==> config.mk <==
export PLATFORM = sky130hd
export DESIGN_NAME = adchts_top
export DESIGN_NICKNAME = d
export VERILOG_FILES = /design/src/pkg/adchts_pkg.sv /design/src/design/adchts_top.sv /design/src/design/adchts_conv_core.sv
export VERILOG_INCLUDE_DIRS = /design/src /design/src/pkg
export SDC_FILE = /design/constraint.sdc
export NUM_CORES = 1
export LEC_CHECK = 0
export BUFFER_PORTS_ARGS = -buffer_cell sky130_fd_sc_hd__buf_2
export CORE_MARGIN = 2
export CORE_UTILIZATION = 56
export DETAILED_ROUTE_END_ITERATION = 10
export PLACE_DENSITY = 0.89
export SLEW_MARGIN = 25
export SYNTH_ARGS = -nofsm -noshare
export SYNTH_HDL_FRONTEND = slang
export SYNTH_SLANG_ARGS = --single-unit
==> constraint.sdc <==
create_clock -name clk -period 7.1 [get_ports clk]
set_input_delay 0.71 -clock clk [delete_from_list [all_inputs] [get_ports clk]]
set_output_delay 0.71 -clock clk [all_outputs]
set_load 0.01 [all_outputs]
==> src/pkg/adchts_defs.svh <==
`ifndef ADCHTS_DEFS_SVH
`define ADCHTS_DEFS_SVH
`define ADCHTS_NCH 4
`define ADCHTS_CH_W 2
`define ADCHTS_RES_W 10
`define ADCHTS_LAST_SLOT 2'h3
`define ADCHTS_FIRST_SLOT 2'h0
`define ADCHTS_CLK_PERIOD_NS 25
`define ADCHTS_CONV_TIME_NS 1000
`define ADCHTS_OFF_CTRL 8'h00
`define ADCHTS_OFF_CHSEL 8'h04
`define ADCHTS_OFF_RESULT 8'h08
`define ADCHTS_OFF_STATUS 8'h0C
`define ADCHTS_CTRL_EN 0
`define ADCHTS_CTRL_START 1
`define ADCHTS_CTRL_WAIT 2
`define ADCHTS_CTRL_SCAN 3
`define ADCHTS_CTRL_SEQ 4
`define ADCHTS_RES_CH_LSB 12
`define ADCHTS_ST_SLOT_LSB 4
`define ADCHTS_ST_PWR 8
`define ADCHTS_RESP_OKAY 2'h0
`define ADCHTS_RESP_SLVERR 2'h2
`endif

==> src/pkg/adchts_pkg.sv <==
`include "adchts_defs.svh"
package adchts_pkg;
    typedef enum logic [1:0] {
        ST_STOP,
        ST_CONV_STBY,
        ST_TRIG_STBY,
        ST_CONV
    } adchts_state_t;
    typedef logic [`ADCHTS_NCH-1:0][`ADCHTS_RES_W-1:0] adchts_ain_t;
    typedef struct packed {
        logic [`ADCHTS_CH_W-1:0] ch;
        logic [`ADCHTS_RES_W-1:0] data;
    } adchts_result_t;
endpackage

==> src/design/adchts_top.sv <==
// The placing of the registers and the AXI4-Lite register port are this design's own decisions.
`timescale 1ns/100ps
`include "adchts_defs.svh"
module adchts_top #(
    parameter int ADDR_W = 8,
    parameter int CONV_TIME_NS = `ADCHTS_CONV_TIME_NS
) (
    input wire logic clk,
    input wire logic srst,
    input wire logic [ADDR_W-1:0] s_axi_awaddr,
    input wire logic s_axi_awvalid,
    output logic s_axi_awready,
    input wire logic [31:0] s_axi_wdata,
    input wire logic [3:0] s_axi_wstrb,
    input wire logic s_axi_wvalid,
    output logic s_axi_wready,
    output logic [1:0] s_axi_bresp,
    output logic s_axi_bvalid,
    input wire logic s_axi_bready,
    input wire logic [ADDR_W-1:0] s_axi_araddr,
    input wire logic s_axi_arvalid,
    output logic s_axi_arready,
    output logic [31:0] s_axi_rdata,
    output logic [1:0] s_axi_rresp,
    output logic s_axi_rvalid,
    input wire logic s_axi_rready,
    input wire logic hw_trigger,
    input wire adchts_pkg::adchts_ain_t analog_inputs,
    output logic conversion_end_interrupt,
    output logic converter_powered
);
    import adchts_pkg::*;

    localparam int CONV_CYCLES =
        (CONV_TIME_NS + `ADCHTS_CLK_PERIOD_NS - 1) / `ADCHTS_CLK_PERIOD_NS;

    generate
        if (ADDR_W < 4 || ADDR_W > 32) begin : g_bad_addr
            $error("Address width must hold the register map.");
        end
    endgenerate

    // Returns {hit, word index}; only the four low words are mapped.
    function automatic logic [2:0] reg_decode(input logic [ADDR_W-1:0] a);
        logic [31:0] wide;
        wide = 32'(a);
        reg_decode = {(wide[31:4] == 28'h0000000), wide[3:2]};
    endfunction

    ////////////////////////////////////////////////////////////////////////
    // Register bus slave.
    logic [ADDR_W-1:0] awaddr_reg;
    logic [31:0] wdata_reg;
    logic [3:0] wstrb_reg;
    logic [2:0] wdec, rdec;
    logic wr_go, wr_ctrl, wr_chsel;
    assign wr_go = !s_axi_awready && !s_axi_wready && !s_axi_bvalid;
    assign wdec = reg_decode(awaddr_reg);
    assign rdec = reg_decode(s_axi_araddr);
    assign wr_ctrl = wr_go && wdec[2] && wstrb_reg[0]
        && wdec[1:0] == 2'(`ADCHTS_OFF_CTRL >> 2);
    assign wr_chsel = wr_go && wdec[2] && wstrb_reg[0]
        && wdec[1:0] == 2'(`ADCHTS_OFF_CHSEL >> 2);

    // Address and data are taken in either order and held until the
    // response is accepted, so one write is in flight at a time.
    always_ff @(posedge clk) begin
        if (srst) begin
            s_axi_awready <= 1'b1;
            s_axi_wready <= 1'b1;
            s_axi_bvalid <= 1'b0;
            s_axi_bresp <= `ADCHTS_RESP_OKAY;
            awaddr_reg <= '0;
            wdata_reg <= '0;
            wstrb_reg <= '0;
        end else begin
            if (s_axi_awvalid && s_axi_awready) begin
                s_axi_awready <= 1'b0;
                awaddr_reg <= s_axi_awaddr;
            end
            if (s_axi_wvalid && s_axi_wready) begin
                s_axi_wready <= 1'b0;
                wdata_reg <= s_axi_wdata;
                wstrb_reg <= s_axi_wstrb;
            end
            if (wr_go) begin
                s_axi_bvalid <= 1'b1;
                s_axi_bresp <= wdec[2] ? `ADCHTS_RESP_OKAY
                                       : `ADCHTS_RESP_SLVERR;
            end
            if (s_axi_bvalid && s_axi_bready) begin
                s_axi_bvalid <= 1'b0;
                s_axi_awready <= 1'b1;
                s_axi_wready <= 1'b1;
            end
        end
    end

    ////////////////////////////////////////////////////////////////////////
    // Software configuration.
    logic en_reg, wait_reg, scan_reg, seq_reg;
    logic [`ADCHTS_CH_W-1:0] chsel_reg, chsel_new;
    logic w_en, w_start;
    assign w_en = wdata_reg[`ADCHTS_CTRL_EN];
    assign w_start = wdata_reg[`ADCHTS_CTRL_START];
    assign chsel_new = wr_chsel ? wdata_reg[`ADCHTS_CH_W-1:0] : chsel_reg;

    // Mode bits take effect on the cycle after the write.
    always_ff @(posedge clk) begin
        if (srst) begin
            en_reg <= 1'b0;
            wait_reg <= 1'b0;
            scan_reg <= 1'b0;
            seq_reg <= 1'b0;
            chsel_reg <= '0;
        end else begin
            if (wr_ctrl) begin
                en_reg <= w_en;
                wait_reg <= wdata_reg[`ADCHTS_CTRL_WAIT];
                scan_reg <= wdata_reg[`ADCHTS_CTRL_SCAN];
                seq_reg <= wdata_reg[`ADCHTS_CTRL_SEQ];
            end
            if (wr_chsel) begin
                chsel_reg <= chsel_new;
            end
        end
    end

    ////////////////////////////////////////////////////////////////////////
    // Conversion sequencer.
    adchts_state_t state_reg, state_next;
    logic start_reg, start_next;
    logic [1:0] slot_reg, slot_next;
    logic kick, abort, stop_req, restart_req;
    logic core_done, done_ok;
    adchts_result_t core_result;
    assign stop_req = wr_ctrl && !w_start;
    assign restart_req = hw_trigger || wr_chsel || (wr_ctrl && w_start);
    assign done_ok = core_done && state_reg == ST_CONV && !restart_req
        && !wr_ctrl;
    always_comb begin
        state_next = state_reg;
        start_next = start_reg;
        slot_next = slot_reg;
        kick = 1'b0;
        abort = 1'b0;
        unique case (state_reg)
            ST_STOP: begin
                start_next = 1'b0;
                if (wr_ctrl && w_en) begin
                    state_next = wait_reg ? ST_TRIG_STBY
                                          : ST_CONV_STBY;
                end
            end
            ST_CONV_STBY: begin
                if (wr_ctrl && !w_en) begin
                    state_next = ST_STOP;
                    start_next = 1'b0;
                end else if (wr_ctrl) begin
                    start_next = w_start;
                    if (w_start) begin
                        state_next = ST_TRIG_STBY;
                    end
                end else if (hw_trigger && start_reg) begin
                    state_next = ST_CONV;
                    slot_next = `ADCHTS_FIRST_SLOT;
                    kick = 1'b1;
                end
            end
            ST_TRIG_STBY: begin
                if (wr_ctrl && !w_en) begin
                    state_next = ST_STOP;
                    start_next = 1'b0;
                end else if (wait_reg) begin
                    if (hw_trigger && en_reg) begin
                        state_next = ST_CONV;
                        start_next = 1'b1;
                        slot_next = `ADCHTS_FIRST_SLOT;
                        kick = 1'b1;
                    end
                end else if (stop_req) begin
                    state_next = ST_CONV_STBY;
                    start_next = 1'b0;
                end else if (hw_trigger && start_reg) begin
                    state_next = ST_CONV;
                    slot_next = `ADCHTS_FIRST_SLOT;
                    kick = 1'b1;
                end
            end
            ST_CONV: begin
                if (wr_ctrl && !w_en) begin
                    state_next = ST_STOP;
                    start_next = 1'b0;
                    abort = 1'b1;
                end else if (stop_req) begin
                    start_next = 1'b0;
                    abort = 1'b1;
                    state_next = wait_reg ? ST_TRIG_STBY
                                          : ST_CONV_STBY;
                end else if (restart_req) begin
                    slot_next = `ADCHTS_FIRST_SLOT;
                    abort = 1'b1;
                    kick = 1'b1;
                end else if (core_done) begin
                    if (scan_reg && slot_reg != `ADCHTS_LAST_SLOT) begin
                        slot_next = slot_reg + 2'h1;
                        kick = 1'b1;
                    end else if (seq_reg) begin
                        slot_next = `ADCHTS_FIRST_SLOT;
                        kick = 1'b1;
                    end else if (wait_reg) begin
                        start_next = 1'b0;
                        state_next = ST_TRIG_STBY;
                    end else begin
                        state_next = ST_CONV_STBY;
                    end
                end
            end
        endcase
    end

    // The converter is only powered in wait mode while it converts.
    always_ff @(posedge clk) begin
        if (srst) begin
            state_reg <= ST_STOP;
            start_reg <= 1'b0;
            slot_reg <= `ADCHTS_FIRST_SLOT;
            converter_powered <= 1'b0;
        end else begin
            state_reg <= state_next;
            start_reg <= start_next;
            slot_reg <= slot_next;
            converter_powered <= state_next == ST_CONV
                || (!wait_reg && state_next != ST_STOP);
        end
    end
    adchts_conv_core #(.CONV_CYCLES(CONV_CYCLES)) adchts_conv_core_inst (
        .clk(clk),
        .srst(srst),
        .kick(kick),
        .abort(abort),
        .ch(scan_reg ? chsel_new + slot_next : chsel_new),
        .ain(analog_inputs),
        .done(core_done),
        .result(core_result)
    );
    ////////////////////////////////////////////////////////////////////////
    // Results and end of conversion.
    adchts_result_t result_reg;

    always_ff @(posedge clk) begin
        if (srst) begin
            result_reg <= '0;
            conversion_end_interrupt <= 1'b0;
        end else begin
            conversion_end_interrupt <= done_ok;
            if (done_ok) begin
                result_reg <= core_result;
            end
        end
    end

    ////////////////////////////////////////////////////////////////////////
    // Read channel.
    logic [31:0] rd_word;

    always_comb begin
        rd_word = 32'h00000000;
        unique case (rdec[1:0])
            2'(`ADCHTS_OFF_CTRL >> 2): begin
                rd_word[`ADCHTS_CTRL_EN] = en_reg;
                rd_word[`ADCHTS_CTRL_START] = start_reg;
                rd_word[`ADCHTS_CTRL_WAIT] = wait_reg;
                rd_word[`ADCHTS_CTRL_SCAN] = scan_reg;
                rd_word[`ADCHTS_CTRL_SEQ] = seq_reg;
            end
            2'(`ADCHTS_OFF_CHSEL >> 2): begin
                rd_word[`ADCHTS_CH_W-1:0] = chsel_reg;
            end
            2'(`ADCHTS_OFF_RESULT >> 2): begin
                rd_word[`ADCHTS_RES_W-1:0] = result_reg.data;
                rd_word[`ADCHTS_RES_CH_LSB +: `ADCHTS_CH_W] = result_reg.ch;
            end
            2'(`ADCHTS_OFF_STATUS >> 2): begin
                rd_word[1:0] = state_reg;
                rd_word[`ADCHTS_ST_SLOT_LSB +: 2] = slot_reg;
                rd_word[`ADCHTS_ST_PWR] = converter_powered;
            end
        endcase
    end

    always_ff @(posedge clk) begin
        if (srst) begin
            s_axi_arready <= 1'b1;
            s_axi_rvalid <= 1'b0;
            s_axi_rdata <= '0;
            s_axi_rresp <= `ADCHTS_RESP_OKAY;
        end else begin
            if (s_axi_arvalid && s_axi_arready) begin
                s_axi_arready <= 1'b0;
                s_axi_rvalid <= 1'b1;
                s_axi_rdata <= rdec[2] ? rd_word : 32'h00000000;
                s_axi_rresp <= rdec[2] ? `ADCHTS_RESP_OKAY
                                       : `ADCHTS_RESP_SLVERR;
            end
            if (s_axi_rvalid && s_axi_rready) begin
                s_axi_rvalid <= 1'b0;
                s_axi_arready <= 1'b1;
            end
        end
    end
endmodule

==> src/design/adchts_conv_core.sv <==
`timescale 1ns/100ps
`include "adchts_defs.svh"
module adchts_conv_core #(
    parameter int CONV_CYCLES = 40
) (
    input wire logic clk,
    input wire logic srst,
    input wire logic kick,
    input wire logic abort,
    input wire logic [`ADCHTS_CH_W-1:0] ch,
    input wire adchts_pkg::adchts_ain_t ain,
    output logic done,
    output adchts_pkg::adchts_result_t result
);
    import adchts_pkg::*;

    localparam int CNT_W = $clog2(CONV_CYCLES + 1);
    localparam logic [CNT_W-1:0] LAST = CNT_W'(CONV_CYCLES - 1);

    generate
        if (CONV_CYCLES < 2) begin : g_bad_cycles
            $error("Conversion needs at least two cycles.");
        end
    endgenerate

    logic busy_reg;
    logic [CNT_W-1:0] cnt_reg;
    adchts_result_t sample_reg;

    ////////////////////////////////////////////////////////////////////////
    // A kick always restarts, so an abort with a kick discards old data.
    always_ff @(posedge clk) begin
        if (srst) begin
            busy_reg <= 1'b0;
            cnt_reg <= '0;
            done <= 1'b0;
        end else begin
            done <= 1'b0;
            if (kick) begin
                busy_reg <= 1'b1;
                cnt_reg <= '0;
            end else if (abort) begin
                busy_reg <= 1'b0;
            end else if (busy_reg) begin
                cnt_reg <= cnt_reg + 1'b1;
                if (cnt_reg == LAST) begin
                    busy_reg <= 1'b0;
                    done <= 1'b1;
                end
            end
        end
    end

    always_ff @(posedge clk) begin
        if (srst) begin
            sample_reg <= '0;
            result <= '0;
        end else begin
            if (kick) begin
                sample_reg.ch <= ch;
                sample_reg.data <= ain[ch];
            end
            if (busy_reg && !kick && !abort && cnt_reg == LAST) begin
                result <= sample_reg;
            end
        end
    end
endmodule

==> metrics.md <==
| Metric | Value |
|---|---|
| Pre-CTS setup slack | `3.11 ns` |
| Initial drt markers | `347` |
| FP Rows | `33` |
| RSZ-0062 raised after global routing | `false` |
| EDFF count, synth | `0` |
| Global-route wire length before repair | `18.5 mm` |
| Avg Cell Area, Syn | `8.33 sq um` |
| Peak fanout along the critical path | `21` |
| IO buf count | `86` |
| Count leader, synth | `dfxtp_1` |
| CP peak stage delay | `0.76 ns` |
| Synth Area in Adders | `1.81%` |
| LEAKAGE | `2.32 nW` |
| Fin. Hold Viols | `0` |
| Post-Synthesis Cell Area | `4830 sq um` |
| Gate Count Post-Synth | `580` |
| Worst-Margin Slew | `0.912 ns` |
| DIE AREA | `9390 sq um` |
| Non-filler cells, final | `748` |
| Die height | `96.9 microns` |
| VDD IR max | `0.000124 V` |
| Final setup TNS | `0 ns` |
| Switching part of the total | `29.6%` |
| DRT Pass-1 Iters | `7` |
| Clock Power Share | `34.6%` |
| Max cap viols | `0` |
| Relative slew slack | `38.3%` |
| Max Slew Vio Count | `0` |
| Period utilisation layout | `57.5%` |
| Worst Path Required | `7.35 ns` |
| Multiplexer share of the synthesized area | `13.5%` |
| HPWL after DPL | `7.99 mm` |
| Antenna violations before repair | `0` |
| Crit end category | `flip-flop` |
| Synth Area in XOR/XNOR | `1.09%` |
| Status | `finished, final reports clean` |
| Htree depth | `3` |
| CTS hold repair buffers | `0` |
| Clock Pin Slew Worst Setup and Hold Paths | `0.09 ns` |
| Number of diodes | `0` |
| CP Cell Sequence | `nor3_1 > nand3_2 > o221a_2 > o21ai_0 > nand2_1 > nand4b_1 > nand2_1 > ha_1 > nor2b_1 > a211oi_4 > buf_4 > mux2i_1 > nor3_1 > o21bai_1 > nand3_1` |
| # nets final | `745` |
| R2R setup slack | `3.02 ns` |
| Final GP Congestion | `0.827` |
| Gate power share | `15.5%` |
| Tot Pwr | `1.05 mW` |
| Die Wd | `96.9 microns` |
| DR WL/cell | `14.6 microns` |
| DR DRC count | `0` |
| CTS-repair resized insts | `0` |
| Routed vias | `4345` |
| Finished Cell Area | `5380 sq um` |
| Post-CTS Setup Bufs | `0` |
| Power per cell area | `196 nW/um^2` |
| Setup violators final | `0` |
| Placeable Area | `8300 sq um` |
| Met3 Resource Use GR | `2.46%` |
| GRT Max-Usage Layer | `met2` |
| Critical Path AT | `4.33 ns` |
| P_int | `0.742 mW` |
| Dpl cell area | `5150 sq um` |
| Final Skew | `0.00993 ns` |
| Clock Latency Late Sink | `0.36 ns` |
| Minimum clock period | `4.08 ns` |
| Setup crit start kind | `flip-flop` |
| Root Driver | `clkbuf_8` |
| Placed insts | `732` |
| Largest net degree at the start of global routing | `73` |
| CTS tree | `built` |
| Cts bufs inserted | `9` |
| Main combinational cell family by area after synthesis | `simple AND/OR/NAND/NOR gates` |
| I/O pins | `143` |
| Ys async rst share | `0%` |
| Post-route ant nets | `0` |
| Layout area overhead | `11.2%` |
| Area contributors post-synth | `dfxtp_1 36%, mux2i_1 12%, nand2_1 5.4%` |
| Total routed wirelength | `10.9 mm` |
| Simple logic cell fraction of the synthesized area | `24.1%` |
| Synth Area in Compound Gates | `14.4%` |
| Synth warn | `0` |
| Met1 usage in global routing | `31.1%` |
| Total track usage | `23.0%` |
| Leading area contributor after synthesis | `dfxtp_1` |
| Cell family with most CP delay | `simple AND/OR/NAND/NOR gates` |
| Grt total ovfl | `0` |
| Initial Utilization | `58.2%` |
| Post-synthesis sequential area ratio | `36.4%` |
| Final Worst Setup Slack | `3.02 ns` |
| Via density | `5.81` |
| Commonest cells post-synth | `88 x dfxtp_1, 70 x nand2_1, 56 x mux2i_1, 46 x a21oi_1, 44 x nor3_1` |
| Share of the synthesized area in the top cell type | `36.4%` |
| Share of cells above drive strength 1 | `20.7%` |
| Fmax | `0.245 GHz` |
| Crit path max-delay cell type | `nor3_1` |
| Synth cell types | `70` |
| Met2 usage | `38.0%` |
| FF+latch count, synth | `88` |
| NetSw | `0.311 mW` |
| Top FF cell, synth | `dfxtp_1` |
| Critical path class | `flip-flop to flip-flop` |
| Sequential power share | `49.9%` |
| Hold WC Path Type | `flip-flop to flip-flop` |
| TritonCTS Sinks | `88` |
| Crit path buf inv count | `1` |
| Vias in the first global route | `4025` |
| Clock buffer depth | `2` |
==> per-layer routing <==
layer  share of wire [%]  routed length [microns]  up-vias
li1                    -                        -     2136
met1                  44                     4820     2033
met2                  49                     5330      161
met3                 5.2                      565       15
met4                 1.7                      182        0
met5                   0                        0        -
==> per-stage QoR <==
| step | utilization (%) | hold slack, ns |
|---|---|---|
| 3_5_place_dp | 62.1 | 0.449 |
| 5_1_grt | 64.8 | 0.478 |
| 6_report | 64.8 | 0.458 |
| 2_1_floorplan | - | 0.432 |
| 3_3_place_gp | 62.0 | 0.444 |
| 4_1_cts | 64.7 | 0.463 |
==> area by class of cell <==
type                    instances  area (sq um)
clock buffers                   9           124
flip-flops and latches         88          1760
clock inverters                 7          88.8
inverters                      13          48.8
multi-input cells             436          2760
fillers                       681          2920
repair buffers                 90           464
well taps                     105           131
==> cell families (layout without fill, tap and decap cells) <==
| group | Yosys count | after routing |
|---|---|---|
| other | 1 | 22 |
| AND/OR/NAND/NOR | 234 | 234 |
| buffers and inverters | 77 | 119 |
| XOR/XNOR | 6 | 6 |
| adder cells (fa/ha/maj) | 7 | 7 |
| AO/OA/AOI/OAI | 105 | 105 |
| flip-flops | 88 | 88 |
| multiplexers | 62 | 62 |
==> worst register-to-register path, delay by kind of cell, from the launching register on <==
kind	cells	cell delay, ns
AND/OR/NAND/NOR	8	1.64
AO/OA/AOI/OAI	4	0.95
flip-flops	1	0.41
buffers and inverters	1	0.36
multiplexers	1	0.34
adder cells (fa/ha/maj)	1	0.28
==> path summary, 6_finish.rpt <==
path | cells past startpoint | endpoint | start
worst max register to register | 15 | adchts_conv_core_inst.sample_reg[8]$_SDFFE_PP0P_ | s_axi_wready$_SDFFE_PP1P_
worst min register to register | 2 | result_reg[7]$_SDFFE_PP0P_ | adchts_conv_core_inst.result[7]$_SDFFE_PP0P_
worst min-delay path | 2 | result_reg[7]$_SDFFE_PP0P_ | adchts_conv_core_inst.result[7]$_SDFFE_PP0P_
worst max-delay path | 15 | adchts_conv_core_inst.sample_reg[8]$_SDFFE_PP0P_ | s_axi_wready$_SDFFE_PP1P_
==> layout by cell type (no fill, tap or decap), types with 4 or more instances in the layout <==
master    Yosys  final
a211oi_1      6      6
a21oi_1      46     46
a22oi_1      10     10
buf_2        11     86
clkbuf_8      0      9
conb_1        1     22
dfxtp_1      88     88
ha_1          7      7
inv_1        13     13
mux2_2        4      4
mux2i_1      56     55
nand2_1      70     70
nand2b_1      4      4
nand3_1      32     32
nand4_1       5      5
nor2_1       41     41
nor2b_1       6      6
nor3_1       44     44
o21ai_0       9      9
xor2_1        4      4
==> power by group through the flow <==
| stage | logic, mW | registers (mW) | clock network (mW) |
|---|---|---|---|
| finish | 0.163 | 0.526 | 0.364 |
| detailed placement | 0.160 | 0.537 | 0 |
| floorplan | 0.125 | 0.532 | 0 |
| global route | 0.181 | 0.528 | 0.393 |
| CTS | 0.161 | 0.525 | 0.369 |
| global placement | 0.154 | 0.536 | 0 |
No activity file was read; power rests on OpenSTA's default activity.
